--- config.mk ---
export PLATFORM = sky130hd
export DESIGN_NAME = pst_access
export DESIGN_NICKNAME = d
export VERILOG_FILES = /design/src/logic/pst_pkg.sv /design/src/logic/pst_lane_if.sv /design/src/logic/pst_lane_map.sv /design/src/logic/pst_access.sv
export SDC_FILE = /design/constraint.sdc
export NUM_CORES = 1
export LEC_CHECK = 0
export BUFFER_PORTS_ARGS = -buffer_cell sky130_fd_sc_hd__buf_2
export CORE_ASPECT_RATIO = 0.75
export CORE_MARGIN = 2
export CORE_UTILIZATION = 40
export DETAILED_ROUTE_END_ITERATION = 8
export PLACE_DENSITY = 0.75
export SYNTH_ARGS = -nofsm -noshare
export SYNTH_HDL_FRONTEND = slang
export SYNTH_SLANG_ARGS = --single-unit
--- constraint.sdc ---
create_clock -name clk_i -period 1.3 [get_ports clk_i]
set_input_delay 0.13 -clock clk_i [delete_from_list [all_inputs] [get_ports clk_i]]
set_output_delay 0.13 -clock clk_i [all_outputs]
set_load 0.01 [all_outputs]
--- src/logic/pst_pkg.sv ---
// package for the program space table access block
// assumes one clock domain shared with the core's instruction sequencer
package pst_pkg;
  localparam int unsigned PST_ADDR_W     = 24;
  localparam int unsigned PST_PC_W       = 23;
  localparam int unsigned PST_WORD_W     = 24;
  localparam int unsigned PST_DATA_W     = 16;
  localparam int unsigned PST_PAGE_W     = 8;
  localparam int unsigned PST_VIS_LOW_W  = 15;
  localparam int unsigned PST_SPACE_BIT  = 23;
  localparam int unsigned PST_PAGE_SPACE = 7;
  localparam logic [23:0] PST_USER_MAX   = 24'h7ffffe;
  localparam logic [23:0] PST_ADDR_RST   = 24'h000000;
  localparam logic [15:0] PST_DATA_RST   = 16'h0000;
  localparam logic [7:0]  PST_BYTE_ZERO  = 8'h00;
  localparam logic [7:0]  PST_PAGE_RST   = 8'h00;

  typedef enum logic [2:0] {
    PST_OP_NONE  = 3'b000,
    PST_OP_FETCH = 3'b001,
    PST_OP_RDL   = 3'b010,
    PST_OP_RDH   = 3'b011,
    PST_OP_WTL   = 3'b100,
    PST_OP_WTH   = 3'b101,
    PST_OP_DATA  = 3'b110
  } pst_op_t;

  typedef enum logic [1:0] {
    PST_SRC_PC    = 2'b00,
    PST_SRC_TABLE = 2'b01,
    PST_SRC_VIS   = 2'b10,
    PST_SRC_NONE  = 2'b11
  } pst_src_t;
endpackage : pst_pkg

--- src/logic/pst_lane_if.sv ---
// interface carrying the table data lanes between the top and the lane mapper
// assumes both ends on the same clock; purely combinational signals
interface pst_lane_if;
  import pst_pkg::*;
  logic [23:0] prog_word;
  logic [15:0] wr_data;
  logic        byte_mode;
  logic        byte_sel;
  logic        high_op;
  logic [15:0] rd_data;
  logic [23:0] wr_word;
  logic [2:0]  wr_lanes;
  modport top    (output prog_word, output wr_data, output byte_mode, output byte_sel,
                  output high_op, input rd_data, input wr_word, input wr_lanes);
  modport mapper (input prog_word, input wr_data, input byte_mode, input byte_sel,
                  input high_op, output rd_data, output wr_word, output wr_lanes);
endinterface : pst_lane_if

--- src/logic/pst_lane_map.sv ---
// lane mapper: places program word bytes onto the data path and back
// assumes a settled program word and a decoded operation from the top
module pst_lane_map
  import pst_pkg::*;
(
  pst_lane_if.mapper lane
);
  wire [7:0] lo_byte   = lane.prog_word[7:0];
  wire [7:0] mid_byte  = lane.prog_word[15:8];
  wire [7:0] hi_byte   = lane.prog_word[23:16];
  wire [7:0] rdl_byte  = lane.byte_sel ? mid_byte : lo_byte;                 // [RULE9]
  wire [7:0] rdh_byte  = lane.byte_sel ? PST_BYTE_ZERO : hi_byte;            // [RULE11]
  wire [15:0] rdl_data = lane.byte_mode ? {PST_BYTE_ZERO, rdl_byte}
                                        : lane.prog_word[15:0];             // [RULE8]
  wire [15:0] rdh_data = lane.byte_mode ? {PST_BYTE_ZERO, rdh_byte}
                                        : {PST_BYTE_ZERO, hi_byte};         // [RULE10]
  // low ops see only the lsw space, high ops only the msb space
  assign lane.rd_data = lane.high_op ? rdh_data : rdl_data;                 // [RULE13]
  wire [7:0] wr_byte  = lane.wr_data[7:0];
  assign lane.wr_word = lane.high_op ? {wr_byte, lane.wr_data}
                                     : {PST_BYTE_ZERO, lane.wr_data};       // [RULE12]
  // low byte writes touch only the addressed lane; high writes take the upper lane for either byte select
  assign lane.wr_lanes = lane.high_op ? 3'b100 :
                         !lane.byte_mode ? 3'b011 :
                         lane.byte_sel ? 3'b010 : 3'b001;                   // [RULE13]
endmodule : pst_lane_map

--- src/logic/pst_access.sv ---
// top of program space table access: address build and data path
// assumes core presents op, pc, table ea, data ea one cycle; memory answers same cycle
// Function
// RULE1: program space is 4M words reached by a 24-bit address.
// RULE2: address comes from pc, table ea, or visibility data ea.
// RULE3: successive program words step by two.
// RULE4: non-table accesses confined to 0x000000..0x7ffffe.
// RULE5: table page bit 7 picks user or configuration space for table ops.
// RULE6: bit 23 only set through table path; zero otherwise.
// RULE7: program words fetched whole, 24 bits, word aligned.
// RULE8: word read low returns program bits 15:0 on data 15:0.
// RULE9: byte read low returns bits 7:0 or 15:8 by byte select.
// RULE10: word read high puts bits 23:16 low, upper data byte zero.
// RULE11: byte read high returns bits 23:16, or zero for byte select one.
// RULE12: only high table ops reach the upper program byte.
// RULE13: program memory is two side by side 16-bit spaces.
// RULE14: a 16K-word page can be mapped into upper data space.
// RULE15: redirect only when data ea msb and visibility enable both set.
// RULE16: visibility maps 15 low ea bits; page register gives the rest.
// RULE17: visibility suspended during table read or write.
// RULE18: table page gives bits 23:16, table ea gives bits 15:0.
module pst_access
  import pst_pkg::*;
(
  input  wire logic        clk_i,
  input  wire logic        reset_n_i,
  input  wire pst_op_t     op_i,
  input  wire logic        byte_mode_i,
  input  wire logic [22:0] pc_i,
  input  wire logic [15:0] table_ea_i,
  input  wire logic [15:0] data_ea_i,
  input  wire logic [15:0] wr_data_i,
  input  wire logic [7:0]  table_page_register_i,
  input  wire logic [7:0]  visibility_page_register_i,
  input  wire logic        program_space_visibility_i,
  input  wire logic [23:0] prog_word_i,
  output logic      [23:0] prog_addr_o,
  output logic             prog_rd_o,
  output logic             prog_wr_o,
  output logic      [2:0]  prog_lanes_o,
  output logic      [23:0] prog_wdata_o,
  output logic             config_space_o,
  output logic      [15:0] rd_data_o,
  output logic             rd_valid_o,
  output logic             vis_hit_o,
  output logic             range_err_o
);
  pst_lane_if lane ();

  function automatic logic [23:0] pst_align(input logic [23:0] a);
    pst_align = {a[23:1], 1'b0};
  endfunction : pst_align

  wire is_table  = (op_i == PST_OP_RDL) || (op_i == PST_OP_RDH) ||
                   (op_i == PST_OP_WTL) || (op_i == PST_OP_WTH);
  wire is_write  = (op_i == PST_OP_WTL) || (op_i == PST_OP_WTH);
  wire is_high   = (op_i == PST_OP_RDH) || (op_i == PST_OP_WTH);
  wire is_fetch  = (op_i == PST_OP_FETCH);
  // visibility yields to any table op in the same cycle
  wire vis_req   = (op_i == PST_OP_DATA) && data_ea_i[15] && program_space_visibility_i
                   && !is_table;                                           // [RULE15] [RULE17]

  pst_src_t src;
  assign src = is_table ? PST_SRC_TABLE :
               is_fetch ? PST_SRC_PC    :
               vis_req  ? PST_SRC_VIS   : PST_SRC_NONE;                    // [RULE2]

  // pc counts in words; byte address is pc times two
  wire [23:0] pc_addr  = {pc_i, 1'b0};                                     // [RULE3] [RULE7]
  wire [23:0] tbl_addr = {table_page_register_i, table_ea_i};              // [RULE18] [RULE5]
  wire [23:0] vis_addr = {1'b0, visibility_page_register_i[7:0],
                          data_ea_i[PST_VIS_LOW_W-1:0]};                   // [RULE14] [RULE16]
  wire [23:0] raw_addr = (src == PST_SRC_TABLE) ? tbl_addr :
                         (src == PST_SRC_PC)    ? pc_addr  :
                         (src == PST_SRC_VIS)   ? vis_addr : PST_ADDR_RST;
  // bit 23 survives only on the table path
  wire        keep_top = (src == PST_SRC_TABLE);                           // [RULE6]
  wire [23:0] sel_addr = {raw_addr[PST_SPACE_BIT] & keep_top, raw_addr[22:0]};
  wire [23:0] word_addr = pst_align(sel_addr);                             // [RULE1] [RULE7]
  // range check looks before bit 23 is cleared, else a pc overflow aliases to page zero
  wire        over_user = !keep_top && (src != PST_SRC_NONE) &&
                          (pst_align(raw_addr) > PST_USER_MAX);            // [RULE4]

  assign lane.prog_word = prog_word_i;
  assign lane.wr_data   = wr_data_i;
  assign lane.byte_mode = byte_mode_i && is_table;
  assign lane.byte_sel  = table_ea_i[0];
  assign lane.high_op   = is_high;

  pst_lane_map u_lane (
    .lane (lane.mapper)
  );

  wire        rd_now   = (src != PST_SRC_NONE) && !is_write;
  wire [15:0] vis_data = prog_word_i[15:0];
  wire [15:0] rd_sel   = (src == PST_SRC_TABLE) ? lane.rd_data : vis_data;

  logic [23:0] addr_reg;
  logic        rd_reg;
  logic        wr_reg;
  logic [2:0]  lanes_reg;
  logic [23:0] wdata_reg;
  logic        cfg_reg;
  logic [15:0] data_reg;
  logic        valid_reg;
  logic        vis_reg;
  logic        err_reg;

  always_ff @(posedge clk_i) begin
    if (!reset_n_i) begin
      addr_reg  <= PST_ADDR_RST;
      rd_reg    <= 1'b0;
      wr_reg    <= 1'b0;
      lanes_reg <= 3'b000;
      wdata_reg <= PST_ADDR_RST;
      cfg_reg   <= 1'b0;
      data_reg  <= PST_DATA_RST;
      valid_reg <= 1'b0;
      vis_reg   <= 1'b0;
      err_reg   <= 1'b0;
    end else begin
      addr_reg  <= word_addr;
      rd_reg    <= rd_now && !over_user;
      wr_reg    <= is_write;
      lanes_reg <= is_write ? lane.wr_lanes : 3'b000;                     // [RULE12]
      wdata_reg <= is_write ? lane.wr_word : PST_ADDR_RST;
      cfg_reg   <= keep_top && table_page_register_i[PST_PAGE_SPACE];     // [RULE5]
      data_reg  <= (rd_now && !is_fetch) ? rd_sel : PST_DATA_RST;
      valid_reg <= rd_now && !is_fetch && !over_user;
      vis_reg   <= (src == PST_SRC_VIS);
      err_reg   <= over_user;
    end
  end

  assign prog_addr_o    = addr_reg;
  assign prog_rd_o      = rd_reg;
  assign prog_wr_o      = wr_reg;
  assign prog_lanes_o   = lanes_reg;
  assign prog_wdata_o   = wdata_reg;
  assign config_space_o = cfg_reg;
  assign rd_data_o      = data_reg;
  assign rd_valid_o     = valid_reg;
  assign vis_hit_o      = vis_reg;
  assign range_err_o    = err_reg;

  // address phase and data phase are both one cycle after the request
  a_top_bit_clear: assert property (@(posedge clk_i) disable iff (!reset_n_i)  // [RULE6]
    (op_i != PST_OP_NONE && !is_table) |=> !prog_addr_o[23])
    else $error("bit 23 set outside table path");
  a_cfg_select: assert property (@(posedge clk_i) disable iff (!reset_n_i)  // [RULE5]
    is_table |=> (config_space_o == $past(table_page_register_i[7])))
    else $error("config space select wrong");
  a_table_addr: assert property (@(posedge clk_i) disable iff (!reset_n_i)  // [RULE18]
    is_table |=> prog_addr_o[15:1] == $past(table_ea_i[15:1])
      && prog_addr_o[22:16] == $past(table_page_register_i[6:0]))
    else $error("table address wrong");
  a_pc_addr: assert property (@(posedge clk_i) disable iff (!reset_n_i)  // [RULE3]
    is_fetch |=> prog_addr_o == {1'b0, $past(pc_i[21:0]), 1'b0} || range_err_o)
    else $error("fetch address wrong");
  a_vis_map: assert property (@(posedge clk_i) disable iff (!reset_n_i)  // [RULE16]
    vis_req |=> vis_hit_o && prog_addr_o[14:1] == $past(data_ea_i[14:1])
      && prog_addr_o[22:15] == $past(visibility_page_register_i))
    else $error("visibility address wrong");
  a_vis_gate: assert property (@(posedge clk_i) disable iff (!reset_n_i)  // [RULE15]
    (op_i == PST_OP_DATA && (!data_ea_i[15] || !program_space_visibility_i))
      |=> !vis_hit_o && !rd_valid_o)
    else $error("visibility without enable");
  a_rdl_word: assert property (@(posedge clk_i) disable iff (!reset_n_i)  // [RULE8]
    (op_i == PST_OP_RDL && !byte_mode_i) |=> rd_data_o == $past(prog_word_i[15:0]))
    else $error("read low word wrong");
  a_rdl_byte: assert property (@(posedge clk_i) disable iff (!reset_n_i)  // [RULE9]
    (op_i == PST_OP_RDL && byte_mode_i) |=> rd_data_o ==
      {8'h00, ($past(table_ea_i[0]) ? $past(prog_word_i[15:8]) : $past(prog_word_i[7:0]))})
    else $error("read low byte wrong");
  a_rdh_word: assert property (@(posedge clk_i) disable iff (!reset_n_i)  // [RULE10]
    (op_i == PST_OP_RDH && (!byte_mode_i || !table_ea_i[0]))
      |=> rd_data_o == {8'h00, $past(prog_word_i[23:16])})
    else $error("read high wrong");
  a_rdh_zero: assert property (@(posedge clk_i) disable iff (!reset_n_i)  // [RULE11]
    (op_i == PST_OP_RDH && byte_mode_i && table_ea_i[0]) |=> rd_data_o == 16'h0000)
    else $error("read high odd byte not zero");
  a_high_lane: assert property (@(posedge clk_i) disable iff (!reset_n_i)  // [RULE12] [RULE13]
    (op_i == PST_OP_WTL) |=> prog_wr_o && !prog_lanes_o[2])
    else $error("low write touched upper byte");
  // a pc with its top bit set would land above the user ceiling
  a_user_range: assert property (@(posedge clk_i) disable iff (!reset_n_i)  // [RULE4]
    (is_fetch && pc_i[PST_PC_W-1]) |=> range_err_o && !prog_rd_o)
    else $error("user range not enforced");
  a_table_no_err: assert property (@(posedge clk_i) disable iff (!reset_n_i)  // [RULE4]
    is_table |=> !range_err_o)
    else $error("table op flagged out of range");

  // write path: only the lanes named by the op may move
  a_wth_data: assert property (@(posedge clk_i) disable iff (!reset_n_i)  // [RULE12]
    (op_i == PST_OP_WTH) |=> prog_wr_o && prog_lanes_o == 3'b100
      && prog_wdata_o[23:16] == $past(wr_data_i[7:0]))
    else $error("high write lane or data wrong");
  a_wtl_data: assert property (@(posedge clk_i) disable iff (!reset_n_i)  // [RULE13]
    (op_i == PST_OP_WTL && !byte_mode_i)
      |=> prog_lanes_o == 3'b011 && prog_wdata_o[15:0] == $past(wr_data_i))
    else $error("low write lane or data wrong");
  a_write_quiet: assert property (@(posedge clk_i) disable iff (!reset_n_i)  // [RULE13]
    is_write |=> !prog_rd_o && !rd_valid_o)
    else $error("write also raised a read");

  // read and quiet cycles
  a_read_strobe: assert property (@(posedge clk_i) disable iff (!reset_n_i)  // [RULE2]
    (op_i == PST_OP_RDL || op_i == PST_OP_RDH) |=> prog_rd_o && rd_valid_o && !prog_wr_o)
    else $error("table read strobes wrong");
  a_vis_data: assert property (@(posedge clk_i) disable iff (!reset_n_i)  // [RULE14]
    vis_req |=> rd_valid_o && rd_data_o == $past(prog_word_i[15:0]))
    else $error("visibility data wrong");
  a_vis_no_cfg: assert property (@(posedge clk_i) disable iff (!reset_n_i)  // [RULE6]
    vis_req |=> !config_space_o && !prog_addr_o[23])
    else $error("visibility reached configuration space");
  a_fetch_no_data: assert property (@(posedge clk_i) disable iff (!reset_n_i)  // [RULE6]
    is_fetch |=> !rd_valid_o && !config_space_o)
    else $error("fetch raised data valid or config space");
  a_addr_align: assert property (@(posedge clk_i) disable iff (!reset_n_i)  // [RULE7]
    (op_i != PST_OP_NONE) |=> !prog_addr_o[0])
    else $error("program address not word aligned");
  a_idle_quiet: assert property (@(posedge clk_i) disable iff (!reset_n_i)  // [RULE2]
    (op_i == PST_OP_NONE) |=> !prog_rd_o && !prog_wr_o && !rd_valid_o && !vis_hit_o)
    else $error("strobe without a request");

  c_vis_read:  cover property (@(posedge clk_i) vis_req ##1 rd_valid_o);
  c_rdh_byte:  cover property (@(posedge clk_i) op_i == PST_OP_RDH && byte_mode_i);
  c_cfg_table: cover property (@(posedge clk_i) is_table && table_page_register_i[7]);
  c_wth:       cover property (@(posedge clk_i) op_i == PST_OP_WTH ##1 prog_wr_o);
  c_fetch_err: cover property (@(posedge clk_i) is_fetch ##1 range_err_o);
endmodule : pst_access

==> metrics.txt <==
outcome=completed; CP required=1.17 ns; RSZ-0062 raised after global routing=false; Worst path slowest cell=dfxtp_1; Yosys top cell area share=0.544; setup TNS=0 ns; final core occ=0.651; Ports=191; EDFF count, synth=0; Fmax=1040 MHz; initial antenna violation count=0; total die area=0.00720 mm^2; vias in the first global route=2686; PwrDens=1220 mW/mm^2; Worst Path Max Fanout=2; Mean Syn Cell Area=10.3 um^2; Post-synth top flop=dfxtp_1; # DRC=0; Pwr Total=5020 uW; Peak VDD IR=796 uV; Synth area leader=dfxtp_1; CP arrival=0.83 ns; nets=582; most common cell in the netlist=dfxtp_1; CTS buffer count=9; share of cells above drive strength 1=0.482; CP Class=reg -> out; total wire length=7760 um; startpoint types=flip-flop; DRT antenna net count=0; slowest stage delay, CP=0.35 ns; dpl hpwl=5380 um; post-synthesis sequential area ratio=0.544; Vias=2732; Crit. End Element=output pin; top cells by area, synth=dfxtp_1, a32oi_1, and2_1; port bufs=188; clock slew at reported path FFs=0.08 ns; pre-CTS setup slack=0.0682 ns; FILL cells=525; Lkg Pwr=0.00209 uW; core area=0.00632 mm^2; Starting Density=0.414; vias per cell=4.97; synthesis-stage register bit count=71; Mapped Area=0.00261 mm^2; Hold WC Path Type=in -> reg; routability-driven placement congestion ratio=0.766; Critical path buffers and inverters=1; CTS tree=done; # resized after CTS=0; period utilisation layout=0.740; First-pass DRT Iterations=4; Die Y=74.0 um; final slew viol count=0; htree depth=3; synth unique cells=30; drt wl/cell=14.1 um; clk sinks=71; final setup vio count=0; Crit path max-delay family=flip-flops; Synthesis Warnings=0; Root Buffer=clkbuf_8; maximum root-to-sink buffer count=2; Die Wd=97.3 um; synth cell count leaders=dfxtp_1, a21oi_1, and2_1, a32oi_1, o21ai_0; largest net degree at the start of global routing=45; fin crit period=0.961 ns; initial detailed-routing violation count=55; asr flop ratio synth=0; max-cap viol count=0; n_diodes=0; Non-Filler Instances=550; Post-Synthesis Cells=254; Rows=25; GRT overflow=0; CP cell instances=buf_2; Final WS setup=0.339 ns; final hold vios=0; syn_nets=372; dpl cells=511; first-pass GRT wire length=12200 um; Total GRT Usage=0.212; Area Overhead vs Synth=57.4%
## cell type report
type,instances,area (um^2),share of cell area
Timing Repair Buffer,223,1310,0.319
Clock buffer,9,124,0.0301
Multi-Input combinational cell,149,1020,0.247
Inverter,10,37.5,0.00912
Sequential cell,71,1420,0.345
Clock inverter,7,103,0.0249
Tap cell,81,101,0.0246
## metal layers
metal  share of wire  track usage
met5               0            0
met4           0.020       0.0849
met3           0.087       0.0855
met2            0.50        0.384
met1            0.40        0.229
## cells in the final DEF, fill, tap and decap left out, types with 2 or more instances in the layout
master           n
a21oi_1         30
a221oi_1         4
a221oi_2         4
a32oi_1         22
and2_1          27
and3_1          11
buf_12           4
buf_2          188
buf_4            8
bufinv_16        2
clkbuf_8         9
dfxtp_1         71
dlygate4sd3_1   23
inv_1           10
inv_6            3
nand2_1          3
nor2_1           3
nor4_1           2
o21ai_0         14
o21ai_1          9
o21bai_1         8
## metrics by stage
| stage | hold slack [ns] | cell area [um^2] |
|---|---|---|
| 3_5_place_dp | 0.333 | 3660 |
| 6_report | 0.0185 | 4120 |
| 5_1_grt | 0.00304 | 4120 |
| 2_1_floorplan | 0.252 | 2610 |
| 3_3_place_gp | 0.330 | 3660 |
| 4_1_cts | 0.00399 | 4120 |
## flip-flops by register name, indices dropped and copies added, names as in the netlist
signal / count
prog_rd_o: 1
vis_hit_o: 1
rd_valid_o: 1
range_err_o: 1
prog_lanes_o: 3
prog_addr_o: 23
rd_data_o: 16
prog_wr_o: 1
prog_wdata_o: 24
## cells by family after synthesis
| group | share of synthesized area |
|---|---|
| AOI/OAI and AO/OA | 0.251 |
| DFF | 0.544 |
| and+or+nand+nor | 0.123 |
| buffers and inverters | 0.0670 |
| xor gates and xnor gates | 0.0139 |
| other | 0.00143 |
## power breakdown
group          switching (uW)  total, uW  leakage, uW  internal, uW
clock                     864       1970     0.000111          1100
sequential               22.9       2300     0.000581          2280
combinational             377        755      0.00140           378
total                    1260       5020      0.00209          3760
## what timing repair did
item	CTS	global route
hold endpoints to repair	23	0
hold buffers	23	0
setup buffers	0	0
## final timing paths
check        endpoint  cells after the start            start
max    config_space_o                      1  prog_addr_o[23]
min     rd_data_o[14]                      2  prog_word_i[14]
(Power assumes the default switching activity.)
